<file path="config.mk">
export PLATFORM = sky130hd
export DESIGN_NAME = hrsm_repeater
export DESIGN_NICKNAME = d
export VERILOG_FILES = /design/src/hw/hrsm_pkg.sv /design/src/hw/hrsm_repeater.sv
export VERILOG_INCLUDE_DIRS = /design/src /design/src/hw
export SDC_FILE = /design/constraint.sdc
export NUM_CORES = 1
export LEC_CHECK = 0
export ABC_AREA = 1
export BUFFER_PORTS_ARGS = -buffer_cell sky130_fd_sc_hd__buf_2
export CORE_MARGIN = 10
export CORE_UTILIZATION = 58
export DETAILED_ROUTE_END_ITERATION = 16
export PLACE_DENSITY = 0.91
export SYNTH_ARGS = -nofsm -noshare
export SYNTH_HDL_FRONTEND = slang
export SYNTH_SLANG_ARGS = --single-unit
export TNS_END_PERCENT = 100
</file>
<file path="constraint.sdc">
create_clock -name clock -period 4.2 [get_ports clock]
set_clock_uncertainty 0.1 [all_clocks]
set_input_delay 0 -clock clock [delete_from_list [all_inputs] [get_ports clock]]
set_output_delay 0 -clock clock [all_outputs]
set_load 0.005 [all_outputs]
</file>
<file path="src/hw/hrsm_regs.svh">
// Purpose: constants for the hub repeater state machine
// Assumes: 20 MHz local clock
// Notes:   clock period in ns, bit times in ps, cycles derived
`ifndef HRSM_REGS_SVH
`define HRSM_REGS_SVH
`define HRSM_CLK_PERIOD_NS   50
// one full-speed bit time is 83.3 ns; low-speed is 666.7 ns (in ps to keep integers)
`define HRSM_FS_BIT_PS       83334
`define HRSM_LS_BIT_PS       666667
`define HRSM_FS_J_CYC        (((`HRSM_FS_BIT_PS) + (`HRSM_CLK_PERIOD_NS*1000) - 1) / (`HRSM_CLK_PERIOD_NS*1000))
`define HRSM_LS_J_CYC        (((`HRSM_LS_BIT_PS) + (`HRSM_CLK_PERIOD_NS*1000) - 1) / (`HRSM_CLK_PERIOD_NS*1000))
`define HRSM_PORT_COUNT      4
`endif

</file>
<file path="src/hw/hrsm_pkg.sv">
// Purpose: types for the hub repeater state machine
// Assumes: nothing
// Notes:   state enum and grouped event carriers
package hrsm_pkg;
  typedef enum logic [1:0] {
    WAIT_START_FROM_UPSTREAM,
    WAIT_END_FROM_UPSTREAM,
    WAIT_START_ANY_PORT,
    WAIT_END_DOWNSTREAM
  } hrsm_state_e;

  // receiver and frame timer indications
  typedef struct packed {
    logic rx_bus_reset;
    logic rx_suspend;
    logic rx_resume;
    logic first_frame_end_point;
    logic second_frame_end_point;
    logic frame_lock;
  } hrsm_ctl_s;
endpackage : hrsm_pkg

</file>
<file path="src/hw/hrsm_repeater.sv">
// Purpose: hub repeater control state machine
// Assumes: receiver, frame timer, port selector inputs are on clock domain
// Notes:   line-level idle/K/J inputs come from pins and are synchronised
//
// Operation
// - full/low speed: connect on start, release on end
// - fs/ls end transitions wait after one J bit
// - fs/ls start transitions act at J-to-K edge
// - hs end is OR of three sources
// - upstream end on upstream eop; downstream on send-idle
// - frame end points held until frame end
// - downstream start on idle-to-K, hs after valid
// - upstream start on idle-to-K, hs after valid
// - paths into wait start from upstream
// - wait start upstream: upstream start only, no links
// - paths into wait end from upstream
// - entering wait end upstream drives all enabled ports
// - paths into wait start any port
// - wait start any port: watch all, no links
// - downstream start connects port upstream, transmitter active
// - second point in wait end downstream: babble disable
// - first point ends upstream packet, stay waiting (eop sent in fs/ls only, not hs)
// - hs: connect on valid start, release on hs end
// - hs end transition after buffer last bit
`timescale 1ns/1ps
`include "hrsm_regs.svh"

module hrsm_repeater
  import hrsm_pkg::*;
#(
  parameter int NPORT = `HRSM_PORT_COUNT
)(
  input  wire logic              clock,
  input  wire logic              sys_rst,
  input  wire hrsm_ctl_s         ctl,
  input  wire logic              high_speed,
  input  wire logic              low_speed_port,
  input  wire logic [NPORT-1:0]  port_enabled,
  input  wire logic              up_line_k,
  input  wire logic [NPORT:0]    dn_line_k,
  input  wire logic              up_eop_seen,
  input  wire logic              tx_send_idle_state,
  input  wire logic              up_hs_packet_start_valid,
  input  wire logic [NPORT:0]    dn_hs_packet_start_valid,
  input  wire logic              buffer_drained,
  input  wire logic              send_resume_end_state_interval_end,
  input  wire logic              resume_interval_end,
  output logic [1:0]             state_code,
  output logic                   up_connect,
  output logic [NPORT-1:0]       dn_transmit,
  output logic [NPORT:0]         dn_connect,
  output logic                   up_tx_active,
  output logic                   up_tx_send_eop,
  output logic [NPORT-1:0]       babble_disable
);

  localparam int FS_J_CYC = `HRSM_FS_J_CYC;
  localparam int LS_J_CYC = `HRSM_LS_J_CYC;
  localparam int JW       = 5;

  // ************************************************************
  // pin synchronisers
  // ************************************************************
  logic [NPORT+1:0] sync1_q;
  logic [NPORT+1:0] sync2_q;
  logic [NPORT+1:0] sync3_q;
  logic [NPORT+1:0] line_k_q;

  always_ff @(posedge clock or posedge sys_rst)
  begin
    if (sys_rst)
    begin
      sync1_q  <= '0;
      sync2_q  <= '0;
      sync3_q  <= '0;
      line_k_q <= '0;
    end
    else
    begin
      sync1_q <= {dn_line_k, up_line_k};
      sync2_q <= sync1_q;
      sync3_q <= sync2_q;
      // change counts only once second and third stage agree
      for (int i = 0; i < NPORT + 2; i++)
        if (sync2_q[i] == sync3_q[i])
          line_k_q[i] <= sync3_q[i];
    end
  end

  // ************************************************************
  // start and end events
  // ************************************************************
  logic             up_k_d1_q;
  logic [NPORT:0]   dn_k_d1_q;
  logic             start_from_upstream;
  logic [NPORT:0]   start_from_downstream;
  logic             hs_packet_end_event;
  logic             upstream_end_event;
  logic             downstream_end_event;

  always_ff @(posedge clock or posedge sys_rst)
  begin
    if (sys_rst)
    begin
      up_k_d1_q <= 1'b0;
      dn_k_d1_q <= '0;
    end
    else
    begin
      up_k_d1_q <= line_k_q[0];
      dn_k_d1_q <= line_k_q[NPORT+1:1];
    end
  end

  function automatic logic start_edge(input logic hs, input logic valid,
                                      input logic k_now, input logic k_was);
    // hs waits on a validated start; fs/ls acts on the first K edge
    start_edge = hs ? valid : (k_now & ~k_was);
  endfunction : start_edge

  assign start_from_upstream = start_edge(high_speed, up_hs_packet_start_valid,
                                          line_k_q[0], up_k_d1_q);

  genvar g;
  generate
    for (g = 0; g <= NPORT; g++)
    begin : g_dn_start
      logic en;
      // index NPORT is the hub controller, always enabled
      if (g < NPORT)
      begin : g_port
        assign en = port_enabled[g];
      end
      else
      begin : g_ctrl
        assign en = 1'b1;
      end
      assign start_from_downstream[g] = en & start_edge(high_speed,
        dn_hs_packet_start_valid[g], line_k_q[g+1], dn_k_d1_q[g]);
    end
  endgenerate

  assign hs_packet_end_event = buffer_drained | send_resume_end_state_interval_end
                             | resume_interval_end;

  // ************************************************************
  // fs/ls end deferral: one J bit after SE0-to-J
  // ************************************************************
  logic [JW-1:0] j_cnt_q;
  logic          up_end_pend_q;
  logic          dn_end_pend_q;
  logic          up_end_raw;
  logic          dn_end_raw;
  logic          pend_done;

  assign up_end_raw = high_speed ? hs_packet_end_event : up_eop_seen;
  assign dn_end_raw = high_speed ? hs_packet_end_event : tx_send_idle_state;
  assign pend_done  = (j_cnt_q == JW'(1));
  // an end arriving during the countdown is dropped; bus ends are far apart

  always_ff @(posedge clock or posedge sys_rst)
  begin
    if (sys_rst)
    begin
      j_cnt_q       <= '0;
      up_end_pend_q <= 1'b0;
      dn_end_pend_q <= 1'b0;
    end
    else if (ctl.rx_bus_reset)
    begin
      j_cnt_q       <= '0;
      up_end_pend_q <= 1'b0;
      dn_end_pend_q <= 1'b0;
    end
    else if (!high_speed && (up_end_raw || dn_end_raw) && j_cnt_q == '0)
    begin
      // J is driven for a full bit at the port's speed before acting
      j_cnt_q       <= low_speed_port ? JW'(LS_J_CYC) : JW'(FS_J_CYC);
      up_end_pend_q <= up_end_raw;
      dn_end_pend_q <= dn_end_raw;
    end
    else if (j_cnt_q != '0)
    begin
      j_cnt_q <= j_cnt_q - JW'(1);
      if (pend_done)
      begin
        up_end_pend_q <= 1'b0;
        dn_end_pend_q <= 1'b0;
      end
    end
  end

  // hs end sources already mark the last buffered bit repeated
  assign upstream_end_event   = high_speed ? up_end_raw : (pend_done & up_end_pend_q);
  assign downstream_end_event = high_speed ? dn_end_raw : (pend_done & dn_end_pend_q);

  // ************************************************************
  // repeater state machine
  // ************************************************************
  hrsm_state_e      state_q;
  hrsm_state_e      state_d;
  logic [NPORT:0]   src_q;
  logic [NPORT:0]   src_d;
  logic [NPORT:0]   first_dn;

  // lowest-numbered port wins if two start together
  assign first_dn = start_from_downstream & (~start_from_downstream + (NPORT+1)'(1));

  always_comb
  begin
    state_d = state_q;
    src_d   = src_q;
    case (state_q)
      WAIT_START_FROM_UPSTREAM:
      begin
        // downstream activity ignored here
        if (ctl.rx_resume || start_from_upstream)
          state_d = WAIT_END_FROM_UPSTREAM;
        else if (ctl.rx_suspend)
          state_d = WAIT_START_ANY_PORT;
      end
      WAIT_END_FROM_UPSTREAM:
      begin
        // resume is repeated down until the receiver leaves it
        if (ctl.rx_suspend)
          state_d = WAIT_START_ANY_PORT;
        else if (ctl.rx_resume)
          state_d = WAIT_END_FROM_UPSTREAM;
        else if (upstream_end_event)
          state_d = ctl.frame_lock ? WAIT_START_ANY_PORT
                                   : WAIT_START_FROM_UPSTREAM;
      end
      WAIT_START_ANY_PORT:
      begin
        if (ctl.rx_resume || start_from_upstream)
          state_d = WAIT_END_FROM_UPSTREAM;
        else if (ctl.first_frame_end_point)
          state_d = WAIT_START_FROM_UPSTREAM;
        else if (|start_from_downstream)
        begin
          state_d = WAIT_END_DOWNSTREAM;
          src_d   = first_dn;
        end
      end
      WAIT_END_DOWNSTREAM:
      begin
        if (ctl.rx_resume)
          state_d = WAIT_END_FROM_UPSTREAM;
        else if (ctl.second_frame_end_point)
          state_d = WAIT_START_FROM_UPSTREAM;
        else if (downstream_end_event)
          state_d = WAIT_START_ANY_PORT;
        if (state_d != WAIT_END_DOWNSTREAM)
          src_d = '0;
      end
      default:
      begin
        state_d = WAIT_START_FROM_UPSTREAM;
        src_d   = '0;
      end
    endcase
    if (ctl.rx_bus_reset)
    begin
      state_d = WAIT_START_FROM_UPSTREAM;
      src_d   = '0;
    end
  end

  always_ff @(posedge clock or posedge sys_rst)
  begin
    if (sys_rst)
    begin
      state_q <= WAIT_START_FROM_UPSTREAM;
      src_q   <= '0;
    end
    else
    begin
      state_q <= state_d;
      src_q   <= src_d;
    end
  end

  // ************************************************************
  // connectivity outputs, all registered from next state
  // ************************************************************
  // same decode drives both downstream-directed outputs
  function automatic logic down_link(input hrsm_state_e s);
    down_link = (s == WAIT_END_FROM_UPSTREAM);
  endfunction : down_link

  always_ff @(posedge clock or posedge sys_rst)
  begin
    if (sys_rst)
    begin
      state_code   <= 2'h0;
      up_connect   <= 1'b0;
      dn_transmit  <= '0;
      dn_connect   <= '0;
      up_tx_active <= 1'b0;
    end
    else
    begin
      state_code   <= 2'(state_d);
      up_connect   <= down_link(state_d);
      dn_transmit  <= down_link(state_d) ? port_enabled : '0;
      dn_connect   <= src_d;
      up_tx_active <= (state_d == WAIT_END_DOWNSTREAM);
    end
  end

  // ************************************************************
  // frame end handling in wait end downstream
  // ************************************************************
  logic fep1_d1_q;

  always_ff @(posedge clock or posedge sys_rst)
  begin
    if (sys_rst)
    begin
      fep1_d1_q      <= 1'b0;
      up_tx_send_eop <= 1'b0;
    end
    else
    begin
      fep1_d1_q      <= ctl.first_frame_end_point;
      // one-cycle request at the rising first point; state is kept
      // no request if the device ends its packet on that same edge
      up_tx_send_eop <= ctl.first_frame_end_point & ~fep1_d1_q & ~high_speed
                      & (state_q == WAIT_END_DOWNSTREAM)
                      & (state_d == WAIT_END_DOWNSTREAM);
    end
  end

  always_ff @(posedge clock or posedge sys_rst)
  begin
    if (sys_rst)
    begin
      babble_disable <= '0;
    end
    else
    begin
      // one cycle only: the state leaves on the same edge
      babble_disable <= (state_q == WAIT_END_DOWNSTREAM && ctl.second_frame_end_point
                         && !ctl.rx_bus_reset && !ctl.rx_resume)
                        ? src_q[NPORT-1:0] : '0;
    end
  end

endmodule : hrsm_repeater

</file>
==> results.txt, run 1 <==
- The flow ran to the end, and the final reports show no timing, DRC or antenna violations.
- TritonCTS built the clock tree.
- In the finished design, the share of the clock period the worst path needs comes to 46.8%.
* CP Data Arrival Time: 2.09 ns
* N_diodes: 0
- Final number of max-transition violations: 0
* Post-layout minimum cycle time: 1.97 ns
- Total negative setup slack: 0 ns
- Number of DRC violations after detailed-routing iteration 0: 199
* Synthesized area per cell: 9.39 sq um
* P&R area growth vs syn: 24.1%
- CP startpoint kind: flip-flop
- The post-route netlist has 22.2% of its cells at a drive strength greater than 1.
- Placed cell area: 0.00264 sq mm
- Critical path's slowest cell: sky130_fd_sc_hd__dfrtp_1
* Maximum level of the CTS H-tree: 2
* Std-Cell Core Area: 0.00397 sq mm
- Of all cell types, the one taking the most synthesized area is sky130_fd_sc_hd__dfrtp_1.
* Final-stage net count: 355
* Total number of clock tree sinks: 56
* Net switching power figure: 0.000362 W
* Leakage: 1.52 nW
* Syn_nets: 284
- Hold Buf Count CTS: 18
* Floorplan die area: 0.00699 sq mm
- Critical path cell sequence: inv_1 > ha_1 > nand2_1 > nor2_1 > inv_1 > nor2_2 > nor2_2 > nand2_1 > inv_1 > nor3_1
- For this design the top-level I/O count stands at 49.
* Initial antenna violation count: 0
* Tightest Pin Transition: 1.11 ns
- Cell family contributing the most delay on the critical path: simple AND/OR/NAND/NOR gates
- Cell Int Power: 0.000871 W
- Via count of the first global-routing pass: 1,886
- Post-synthesis sequential element count: 56
* Worst min-delay path class: in -> reg
* Combined flip-flop and latch cell area: 0.00140 sq mm
- Port buffering added 48 buffers.
- In the final routed layout, each cell accounts on average for 13.6 um.
* Number of resized instances in the post-cts repair step: 0
- Combinational cell fraction of total power: 22.6%
- Worst hold margin: 0.0135 ns
- Leading post-synthesis cells by cell area: sky130_fd_sc_hd__dfrtp_1 (60%), sky130_fd_sc_hd__nand2_1 (6.7%), sky130_fd_sc_hd__inv_1 (6.2%)
- Synthesis produced a netlist whose cell count is 250.
* Pwr dens: 423 mW/mm^2
- Global placement routability congestion: 0.886
* Multi-input gate area: 782 sq um
- Part of the power in the clock network: 26.5%
- In this run the tightest slew margin relative to its limit is 26.0%.
* Fraction of post-synthesis cell area in the top cell type by area: 59.7%
* Clock latency on the worst-skew pair: 0.30 ns
- The final-report hold violation count came to 0.
- Sequential Power Share: 50.8%
- After detailed routing, the total wire length is 5.05 mm.
- Initial core utilization: 59.1%
* Cell area after synthesis: 0.00235 sq mm
* Clock buffers created by TritonCTS: 5
* Number of nets still failing antenna checks after routing: 0
- Remaining Overflow, GRT: 0
- Of the total power, the share spent switching nets is 29.4%.
- Die span in x: 83.6 um
- The Yosys step of the flow raised 0 warnings.
- Buffers plus inverters on the worst setup path: 3
- Per-cell via count in the routed design: 5.17
- Fmax: 0.508 GHz
- In the routed design, unresolved DRC markers number 0.
- Height of the die: 83.6 um
- Total half-perimeter wirelength after legalization and detailed placement: 3.68 mm
- Gr usage total: 14.4%
* Final Cell Area: 0.00292 sq mm
- For this run, the detailed router's first-pass iteration total came to 4.
- Peak per-stage delay on the critical path: 0.42 ns
* Number of standard-cell rows in the floorplan: 23
* Required time reported for the critical path endpoint: 4.32 ns
* Yosys cell types: 26
- Buffer count from post-CTS setup fixing: 0
- Entering global routing, the biggest net connects 57 pins.
- The layout has 283 filler cells.
- R2R Setup Slk: 2.23 ns
* Max VDD drop: 0.391 mV
- Max-cap violations in this run came to 0.
- The clock passes through at most 2 buffers.
* Cell at the root of the clock tree: sky130_fd_sc_hd__clkbuf_8
* Crit end category: flip-flop
* Crit-path max FO: 6
- The final route contains 1,912 vias.
* Final core area utilization: 73.4%
- Clock transition at the register clock pins on the worst setup and hold paths after CTS: 0.09 ns
- Final Setup Violations: 0
- RSZ-0062 raised after global routing: no
* Critical path's most frequent cell: sky130_fd_sc_hd__inv_1
- Portion of the post-synthesis area used by sequential elements: 59.7%
- The first global-routing pass estimated 8.51 mm of wire.
- Category of the critical setup timing path: reg -> reg
-- synth_stat cells --
cell                         n
sky130_fd_sc_hd__o21ai_0     9
sky130_fd_sc_hd__a2111oi_0   1
sky130_fd_sc_hd__or2_2       1
sky130_fd_sc_hd__nand3_2     1
sky130_fd_sc_hd__clkbuf_1    1
sky130_fd_sc_hd__inv_2       1
sky130_fd_sc_hd__o21ai_2     3
sky130_fd_sc_hd__o21ai_1     1
sky130_fd_sc_hd__nor2_2      3
sky130_fd_sc_hd__nand2_1    42
sky130_fd_sc_hd__nor2_1     33
sky130_fd_sc_hd__nor4_1      1
sky130_fd_sc_hd__nand4_1     8
sky130_fd_sc_hd__nor3_2      1
sky130_fd_sc_hd__a21oi_1     8
sky130_fd_sc_hd__maj3_1      6
sky130_fd_sc_hd__ha_1        3
sky130_fd_sc_hd__nor3_1      8
sky130_fd_sc_hd__inv_1      39
sky130_fd_sc_hd__nand2_2     6
sky130_fd_sc_hd__a2bb2oi_1   1
sky130_fd_sc_hd__nand3_1    12
sky130_fd_sc_hd__nand3b_1    2
sky130_fd_sc_hd__o211ai_1    2
sky130_fd_sc_hd__dfrtp_1    56
sky130_fd_sc_hd__buf_6       1
-- power by group through the flow --
stage | clock network, W | logic, W | registers [W]
2_1_floorplan | 0 | 0.000190 | 0.000629
3_3_place_gp | 0 | 0.000248 | 0.000633
3_5_place_dp | 0 | 0.000261 | 0.000637
4_1_cts | 0.000336 | 0.000275 | 0.000626
5_1_grt | 0.000354 | 0.000317 | 0.000632
6_report | 0.000327 | 0.000279 | 0.000627
-- layout by cell type, fill, tap and decap left out, drive strengths merged --
cell / n
a2111oi: 1
a21oi: 8
a2bb2oi: 1
buf: 48
bufinv: 1
clkbuf: 5
dfrtp: 56
dlygate4sd3: 18
ha: 3
inv: 40
maj3: 6
nand2: 48
nand3: 13
nand3b: 2
nand4: 8
nor2: 36
nor3: 9
nor4: 1
o211ai: 2
o21ai: 13
or2: 1
-- state kept, by name, indices dropped and copies added, names as in the netlist, 2 cells and up --
register	cells
dn_connect	5
state_code	2
line_k_q	6
j_cnt_q	5
sync2_q	6
dn_k_d1_q	5
babble_disable	4
sync1_q	6
sync3_q	6
dn_transmit	4
-- area by class of cell --
| cell class | count | share of cell area [%] |
|---|---|---|
| clock buffers | 5 | 2.36 |
| inverters | 40 | 5.15 |
| repair buffers | 66 | 14.4 |
| flip-flops and latches | 56 | 48.1 |
| clock inverters | 1 | 1.03 |
| multi-input cells | 152 | 26.8 |
| well taps | 50 | 2.15 |
-- cell families after synthesis --
group           share of synthesized area [%]
fa+ha+maj                                4.16
buf+inv                                  7.03
simple gates                             22.8
flops                                    59.7
compound gates                           6.34
-- worst register-to-register path, delay by kind of cell, from the launching register on --
| kind | cells | cell delay (ns) |
|---|---|---|
| adders and majority gates | 1 | 0.19 |
| DFF | 1 | 0.42 |
| and+or+nand+nor | 6 | 0.86 |
| buffers and inverters | 3 | 0.32 |
-- routing by layer --
metal | vias to the layer above | track usage [%] | routed length (um)
met2 | 73 | 25.3 | 2530
met5 | - | 0 | 0
met1 | 893 | 16.2 | 2030
li1 | 935 | - | -
met4 | 0 | 3.65 | 71
met3 | 11 | 4.98 | 424
-- per-stage QoR --
stage,total power [W],cells,setup slack [ns]
6_report,0.00123,370,2.23
5_1_grt,0.00130,370,2.15
4_1_cts,0.00124,370,2.28
3_5_place_dp,0.000898,346,2.31
3_3_place_gp,0.000881,346,2.48
2_1_floorplan,0.000818,250,2.59
-- final timing paths --
check | depth (start not counted) | start | endpoint
worst max register to register | 10 | j_cnt_q[0] | j_cnt_q[3]
worst max-delay path | 10 | j_cnt_q[0] | j_cnt_q[3]
worst min register to register | 0 | sync1_q[5] | sync2_q[5]
min in group asynchronous | 3 | sys_rst | sync3_q[5]
worst min-delay path | 4 | ctl[3] | babble_disable[3]
max in group asynchronous | 3 | sys_rst | sync3_q[3]
Note: power is estimated with default switching activity, not from simulation.
==> run 2, diff against run 1 <==
--- a/config.mk
+++ b/config.mk
@@ -9,9 +9,9 @@
 export ABC_AREA = 1
 export BUFFER_PORTS_ARGS = -buffer_cell sky130_fd_sc_hd__buf_2
 export CORE_MARGIN = 10
-export CORE_UTILIZATION = 58
+export CORE_UTILIZATION = 48
 export DETAILED_ROUTE_END_ITERATION = 16
-export PLACE_DENSITY = 0.91
+export PLACE_DENSITY = 0.81
 export SYNTH_ARGS = -nofsm -noshare
 export SYNTH_HDL_FRONTEND = slang
 export SYNTH_SLANG_ARGS = --single-unit
==> constraint.sdc (replaced) <==
create_clock -name clock -period 1.7 [get_ports clock]
set_clock_uncertainty 0.1 [all_clocks]
set_input_delay 0 -clock clock [delete_from_list [all_inputs] [get_ports clock]]
set_output_delay 0 -clock clock [all_outputs]
set_load 0.005 [all_outputs]
==> results.txt, run 2 (synthesis gave the netlist of run 1 again) <==
- Total half-perimeter wirelength after legalization and detailed placement: 3.83 mm (+4.1%)
- Crit-path max FO: 5 (-1)
* Clock latency on the worst-skew pair: 0.31 ns (about the same)
* Final routed DRC violation total: 0 (unchanged)
- WL final: 5.36 mm (+6.2%)
- Per-cell via count in the routed design: 4.97 (-3.8%)
* Clock transition at the register clock pins on the worst setup and hold paths after CTS: 0.10 ns (about the same)
- The worst setup path is captured at a flip-flop.
- The final layout net count came to 362 (+2.0%).
- Failing checks: setup timing
* Remaining Overflow, GRT: 0 (unchanged)
- Number of DRC violations after detailed-routing iteration 0: 157 (-21%)
* Max VDD drop: 0.699 mV (+79%)
* Die span in x: 89.9 um (+7.6%)
* Fraction of final layout cells with drive strength greater than 1: 28.6% (+6.4 points)
* IO Port Bufs: 48 (unchanged)
- N_diodes: 0 (unchanged)
- The root buffer cell chosen for the clock tree is sky130_fd_sc_hd__clkbuf_8.
* I/O pin count: 49 (unchanged)
* Final number of max-transition violations: 0 (unchanged)
- P&R area growth vs syn: 31.9%
- The final setup violation count is 3 (+3).
- Commonest non-fill, non-tap cell in the layout: sky130_fd_sc_hd__dfrtp_1
- The placement-stage worst setup slack was -0.109 ns (-2.41 ns).
- Final Cell Area: 0.00310 sq mm (+6.2%)
- Floorplan die area: 0.00809 sq mm (+16%)
* Global-route wire length before repair: 8.74 mm (+2.7%)
- Number of iterations in the first detailed-routing pass: 4 (unchanged)
* TritonCTS clock tree: built
* Count of maximum capacitance violations: 0 (unchanged)
* Via count: 1,969 (+3.0%)
- Post-detailed-route wirelength per cell: 13.5 um (-0.77%)
- Initial core utilization: 49.7% (-9.4 points)
- The cell area reported after detailed placement came to 0.00270 sq mm (+2.4%).
- The highest clock rate came to 0.583 GHz (+15%).
- Worst min-delay path class: in -> reg
- Setup repair after global routing could not meet its margin everywhere.
- Top library cells by usage in the layout, fill and taps aside: sky130_fd_sc_hd__dfrtp_1 (56), sky130_fd_sc_hd__buf_2 (48), sky130_fd_sc_hd__nand2_1 (37), sky130_fd_sc_hd__inv_1 (35), sky130_fd_sc_hd__nor2_1 (30)
* Worst-case clock buffer depth: 2 (unchanged)
* Pwr dens: 1060 mW/mm^2 (+150%)
- Maximum number of pins on one net before global-route repair: 38 (-33%)
* Clock buffers created by TritonCTS: 5 (unchanged)
- The final weighted congestion of routability-driven global placement is 0.916 (+3.4%).
- Std-Cell Core Area: 0.00472 sq mm (+19%)
- The count of antenna-violating nets left after detailed routing is 0 (unchanged).
- Leakage: 1.58 nW (+3.8%)
- Worst setup margin: -0.0151 ns (-2.25 ns)
- CP startpoint kind: flip-flop
- Tightest Pin Transition: 0.430 ns (-0.679 ns)
* Maximum level of the CTS H-tree: 2 (unchanged)
- The final-report hold violation count was 0 (unchanged).
- The arrival time of the worst setup path came to 1.85 ns (-0.24 ns).
- Gr usage total: 12.8% (-1.6 points)
- Height of the die: 89.9 um (+7.6%)
- The worst setup path is of the reg -> reg kind.
* Result of the run: complete, but fails checks
- Number of standard-cell rows in the floorplan: 25 (+8.7%)
- Post-layout minimum cycle time: 1.72 ns (-0.253 ns)
- The relative slew slack came to 71.3% (+45 points).
* Total number of clock tree sinks: 56 (unchanged)
- The number of global-route vias before repair is 1,902 (+0.85%).
- The number of antenna violations at the first check in global routing came to 0 (unchanged).
- Required time reported for the critical path endpoint: 1.83 ns (-2.49 ns)
* Final period util: 101% (+54 points)
run 2: cell types whose count changed in the layout (fill, tap and decap cells not counted), sizes merged:
cell,before,now
buf,48,54
clkinvlp,0,1
dlygate4sd3,18,19
inv,40,41
run 2: critical path, cell delays in order (launching register included):
cell and delay, ns:
sky130_fd_sc_hd__dfrtp_1 0.43, sky130_fd_sc_hd__inv_1 0.10, sky130_fd_sc_hd__ha_1 0.14, sky130_fd_sc_hd__nand2_1 0.10, sky130_fd_sc_hd__nor2_2 0.17, sky130_fd_sc_hd__inv_2 0.08, sky130_fd_sc_hd__nor2_4 0.14, sky130_fd_sc_hd__nor2_2 0.07
sky130_fd_sc_hd__nand2_2 0.09, sky130_fd_sc_hd__inv_1 0.06, sky130_fd_sc_hd__nor3_1 0.16
run 2: per-stage QoR:
stage / util, % / hold slack, ns / setup TNS, ns / power (W) / instances
3_5_place_dp: 57.2 / -0.0706 / -0.848 / 0.00225 / 367
4_1_cts: 64.1 / 0.0278 / 0 / 0.00318 / 394
5_1_grt: 65.6 / 0.0584 / -1.14 / 0.00347 / 396
3_3_place_gp: 57.2 / -0.0802 / 0 / 0.00222 / 367
2_1_floorplan: - / -0.0686 / 0 / 0.00202 / 250
6_report: 65.6 / 0.0454 / -0.0271 / 0.00328 / 396
run 2: timing repair:
item	in CTS	in global routing
hold buffers	19	0
setup endpoints to repair	16	19
setup buffers	0	2
pin swaps	1	18
endpoints found under the hold margin	78	0
gates resized for setup	6	17
run 2: report_power, final:
group          leakage, nW  switching (W)  total (W)  internal, W
Sequential           0.700      0.0000974    0.00156      0.00146
Combinational        0.820       0.000508   0.000858     0.000350
Clock               0.0548       0.000421   0.000865     0.000444
run 2: cell type report:
type / count / area [sq um]
repair buffers: 73 / 488
clock buffers: 5 / 68.8
inverters: 40 / 150
flip-flops and latches: 56 / 1400
well taps: 67 / 83.8
fillers: 357 / 1630
multi-input cells: 152 / 858
clock inverters: 3 / 46.3
run 2: path summary, 6_finish.rpt:
| kind | start | slack, ns | end | cells past startpoint |
|---|---|---|---|---|
| worst max-delay path | j_cnt_q[0] | -0.02 | j_cnt_q[3] | 10 |
| worst min-delay path | ctl[3] | 0.05 | babble_disable[1] | 4 |
| worst max register to register | j_cnt_q[0] | -0.02 | j_cnt_q[3] | 10 |
| worst min register to register | sync1_q[2] | 0.25 | sync2_q[2] | 0 |
| max in group asynchronous | sys_rst | 0.85 | dn_transmit[1] | 4 |
| min in group asynchronous | sys_rst | 0.12 | dn_end_pend_q | 3 |
run 2: routing by layer:
layer | vias to the layer above | track usage (%) | share of wire, %
li1 | 951 | - | -
met1 | 934 | 14.2 | 40
met2 | 71 | 22.1 | 51
met3 | 13 | 4.57 | 7.3
met4 | 0 | 4.77 | 2.4
met5 | - | 0 | 0
==> run 3, diff against run 2 <==
--- a/config.mk
+++ b/config.mk
@@ -10,8 +10,9 @@
 export BUFFER_PORTS_ARGS = -buffer_cell sky130_fd_sc_hd__buf_2
 export CORE_MARGIN = 10
 export CORE_UTILIZATION = 48
+export CTS_BUF_LIST = sky130_fd_sc_hd__clkbuf_16
 export DETAILED_ROUTE_END_ITERATION = 16
-export PLACE_DENSITY = 0.81
+export PLACE_DENSITY = 0.74
 export SYNTH_ARGS = -nofsm -noshare
 export SYNTH_HDL_FRONTEND = slang
 export SYNTH_SLANG_ARGS = --single-unit
==> results.txt, run 3 (synthesis gave the netlist of run 1 again) <==
- The via count normalized by instance count came to 4.80 (-3.6%).
- Top library cells by usage in the layout, fill and taps aside: sky130_fd_sc_hd__dfrtp_1 (56), sky130_fd_sc_hd__buf_2 (48), sky130_fd_sc_hd__nand2_1 (37), sky130_fd_sc_hd__inv_1 (35), sky130_fd_sc_hd__nor2_1 (28)
* Inst Count DP: 368 (+0.27%)
- Maximum number of pins on one net before global-route repair: 40 (+5.3%)
* Worst-case clock buffer depth: 2 (unchanged)
- The total track usage is 12.6% (-0.21 points).
- Number of nets still failing antenna checks after routing: 0 (unchanged)
- The checks that failed: setup timing.
- The run finished, with violations left.
* Count of maximum capacitance violations: 0 (unchanged)
- WL final: 5.17 mm (-3.6%)
* Clock buffers created by TritonCTS: 5 (unchanged)
* Die span in x: 89.9 um (unchanged)
* Initial core utilization: 49.7% (unchanged)
* Crit-path max FO: 4 (-1)
- The average routed wire per standard cell was 13.1 um (-3.6%).
- Global-route wire length before repair: 8.74 mm (about the same)
- Non-Filler Instances: 396 (unchanged)
- Global placement routability congestion: 0.864 (-5.8%)
* Worst Reg-to-Reg Cells: 11 (+1)
* Floorplan die area: 0.00809 sq mm (unchanged)
- The relative slew slack was 72.3% (+0.99 points).
- IO Port Bufs: 48 (unchanged)
* Remaining Overflow, GRT: 0 (unchanged)
- The highest clock rate came to 0.585 GHz (+0.33%).
* Critical path's slowest cell: sky130_fd_sc_hd__dfrtp_1
- Post-layout minimum cycle time: 1.71 ns (-0.00565 ns)
- The required time at the worst-slack endpoint was 1.76 ns (-0.07 ns).
* Fraction of final layout cells with drive strength greater than 1: 29.2% (+0.61 points)
* Final period util: 101% (-0.33 points)
- Final routed DRC violation total: 0 (unchanged)
* Final hold viol count: 0 (unchanged)
* Max VDD drop: 0.799 mV (+14%)
- Number of iterations in the first detailed-routing pass: 4 (unchanged)
* Commonest non-fill, non-tap cell in the layout: sky130_fd_sc_hd__dfrtp_1
- Worst min-delay path class: in -> reg
- The number of design-rule violations left by the first detailed-router iteration was 105 (-33%).
- Tightest Pin Transition: 0.416 ns (-0.0149 ns)
- N_diodes: 0 (unchanged)
- Hold Path Depth: 4 (unchanged)
* Final Setup Violations: 1 (-2)
- Std-Cell Core Area: 0.00472 sq mm (unchanged)
- Relative to the synthesized area, the layout overhead comes to 33.0%.
- The slack of the critical path came to -0.00941 ns (+0.00565 ns).
- Final-stage net count: 362 (unchanged)
- Via count of the first global-routing pass: 1,919 (+0.89%)
- I/O pin count: 49 (unchanged)
- TritonCTS built the clock tree.
- The stage delay of the slowest cell on the critical path came to 0.36 ns (-0.07 ns).
- Pwr dens: 1100 mW/mm^2 (+3.5%)
- Total number of clock tree sinks: 56 (unchanged)
- Initial antenna violation count: 0 (unchanged)
- Total half-perimeter wirelength after legalization and detailed placement: 3.73 mm (-2.6%)
- The total leakage power was 1.59 nW (+0.63%).
- STA classifies the critical path endpoint as a flip-flop.
- Number of standard-cell rows in the floorplan: 25 (unchanged)
- Final number of max-transition violations: 0 (unchanged)
- The clock latency at the later pin of the worst-skew pair is 0.29 ns (-0.02 ns).
- CP Data Arrival Time: 1.77 ns (-0.08 ns)
- Via count: 1,899 (-3.6%)
- The placement-stage worst setup slack came to -0.0404 ns (+0.0690 ns).
- Category of the critical setup timing path: reg -> reg
- The critical path goes through inv_2 > buf_4 > ha_1 > nand2_2 > nor2_4 > inv_2 > nor2_4 > nor2_2 > nand2_2 > nand2_1 > o21ai_0.
* Clock transition at the register clock pins on the worst setup and hold paths after CTS: 0.07 ns (-0.03 ns)
* RSZ-0062 raised after global routing: yes
- Clock tree synthesis selected as its root buffer the cell sky130_fd_sc_hd__clkbuf_16.
- The number of H-tree branching levels is 2 (unchanged).
- CP startpoint kind: flip-flop
- Height of the die: 89.9 um (unchanged)
-- run 3: changes by cell type in the layout (fill, tap and decap cells not counted), moves of 2 or more --
| cell | before | now |
|---|---|---|
| sky130_fd_sc_hd__nor2_4 | 2 | 4 |
| sky130_fd_sc_hd__dlygate4sd3_1 | 19 | 17 |
| sky130_fd_sc_hd__clkbuf_16 | 0 | 5 |
| sky130_fd_sc_hd__clkbuf_8 | 5 | 0 |
| sky130_fd_sc_hd__buf_4 | 5 | 7 |
| sky130_fd_sc_hd__nor2_1 | 30 | 28 |
-- run 3: layout make-up --
cell class / count / area (sq um)
flip-flops and latches: 56 / 1400
clock inverters: 3 / 17.5
well taps: 67 / 83.8
clock buffers: 5 / 125
multi-input cells: 152 / 862
fillers: 345 / 1600
repair buffers: 73 / 483
inverters: 40 / 150
-- run 3: timing repair --
item                       CTS  global route
hold endpoints to repair    78             0
pin swaps                    1            16
hold buffers                17             0
setup endpoints to repair    9            19
resized for setup            5            20
buffers inserted             0             3
-- run 3: final timing paths --
kind | startpoint | to | slack [ns]
min in group asynchronous | sys_rst | sync1_q[0] | 0.15
max in group asynchronous | sys_rst | up_connect | 0.82
worst min register to register | sync1_q[3] | sync2_q[3] | 0.25
worst min-delay path | ctl[3] | babble_disable[1] | 0.04
worst max-delay path | j_cnt_q[1] | j_cnt_q[1] | -0.009
worst max register to register | j_cnt_q[1] | j_cnt_q[1] | -0.009
-- run 3: worst max-delay path, delay by kind of cell, from the launching register on --
| kind | cells | cell delay (ns) |
|---|---|---|
| fa+ha+maj | 1 | 0.18 |
| buf+inv | 3 | 0.29 |
| compound gates | 1 | 0.11 |
| flops | 1 | 0.36 |
| simple gates | 6 | 0.53 |
-- run 3: per-layer routing --
metal | GRT usage (%) | wire, um | up-vias | part of all wire (%)
li1 | - | - | 955 | -
met1 | 15.6 | 2360 | 880 | 46
met2 | 20.6 | 2450 | 59 | 47
met3 | 4.32 | 317 | 5 | 6.1
met4 | 3.32 | 49 | 0 | 0.95
met5 | 0 | 0 | - | 0
-- run 3: per-stage QoR --
stage / setup TNS (ns) / utilization [%] / hold WS, ns / instance area, sq um / total power (W)
after detailed placement: -0.213 / 57.3 / -0.0805 / 2710 / 0.00225
after CTS: -0.00187 / 64.2 / 0.0303 / 3030 / 0.00330
after global routing: -1.08 / 66.1 / 0.0517 / 3120 / 0.00362
after global placement: 0 / 57.3 / -0.0907 / 2710 / 0.00223
after floorplan: 0 / - / -0.0686 / 2350 / 0.00202
final: -0.00941 / 66.1 / 0.0361 / 3120 / 0.00343
-- run 3: report_power, final --
part	total, W	internal, W	switching (W)
Clock	0.000996	0.000544	0.000452
Combinational	0.000874	0.000372	0.000502
Sequential	0.00156	0.00146	0.0000934
Total	0.00343	0.00238	0.00105
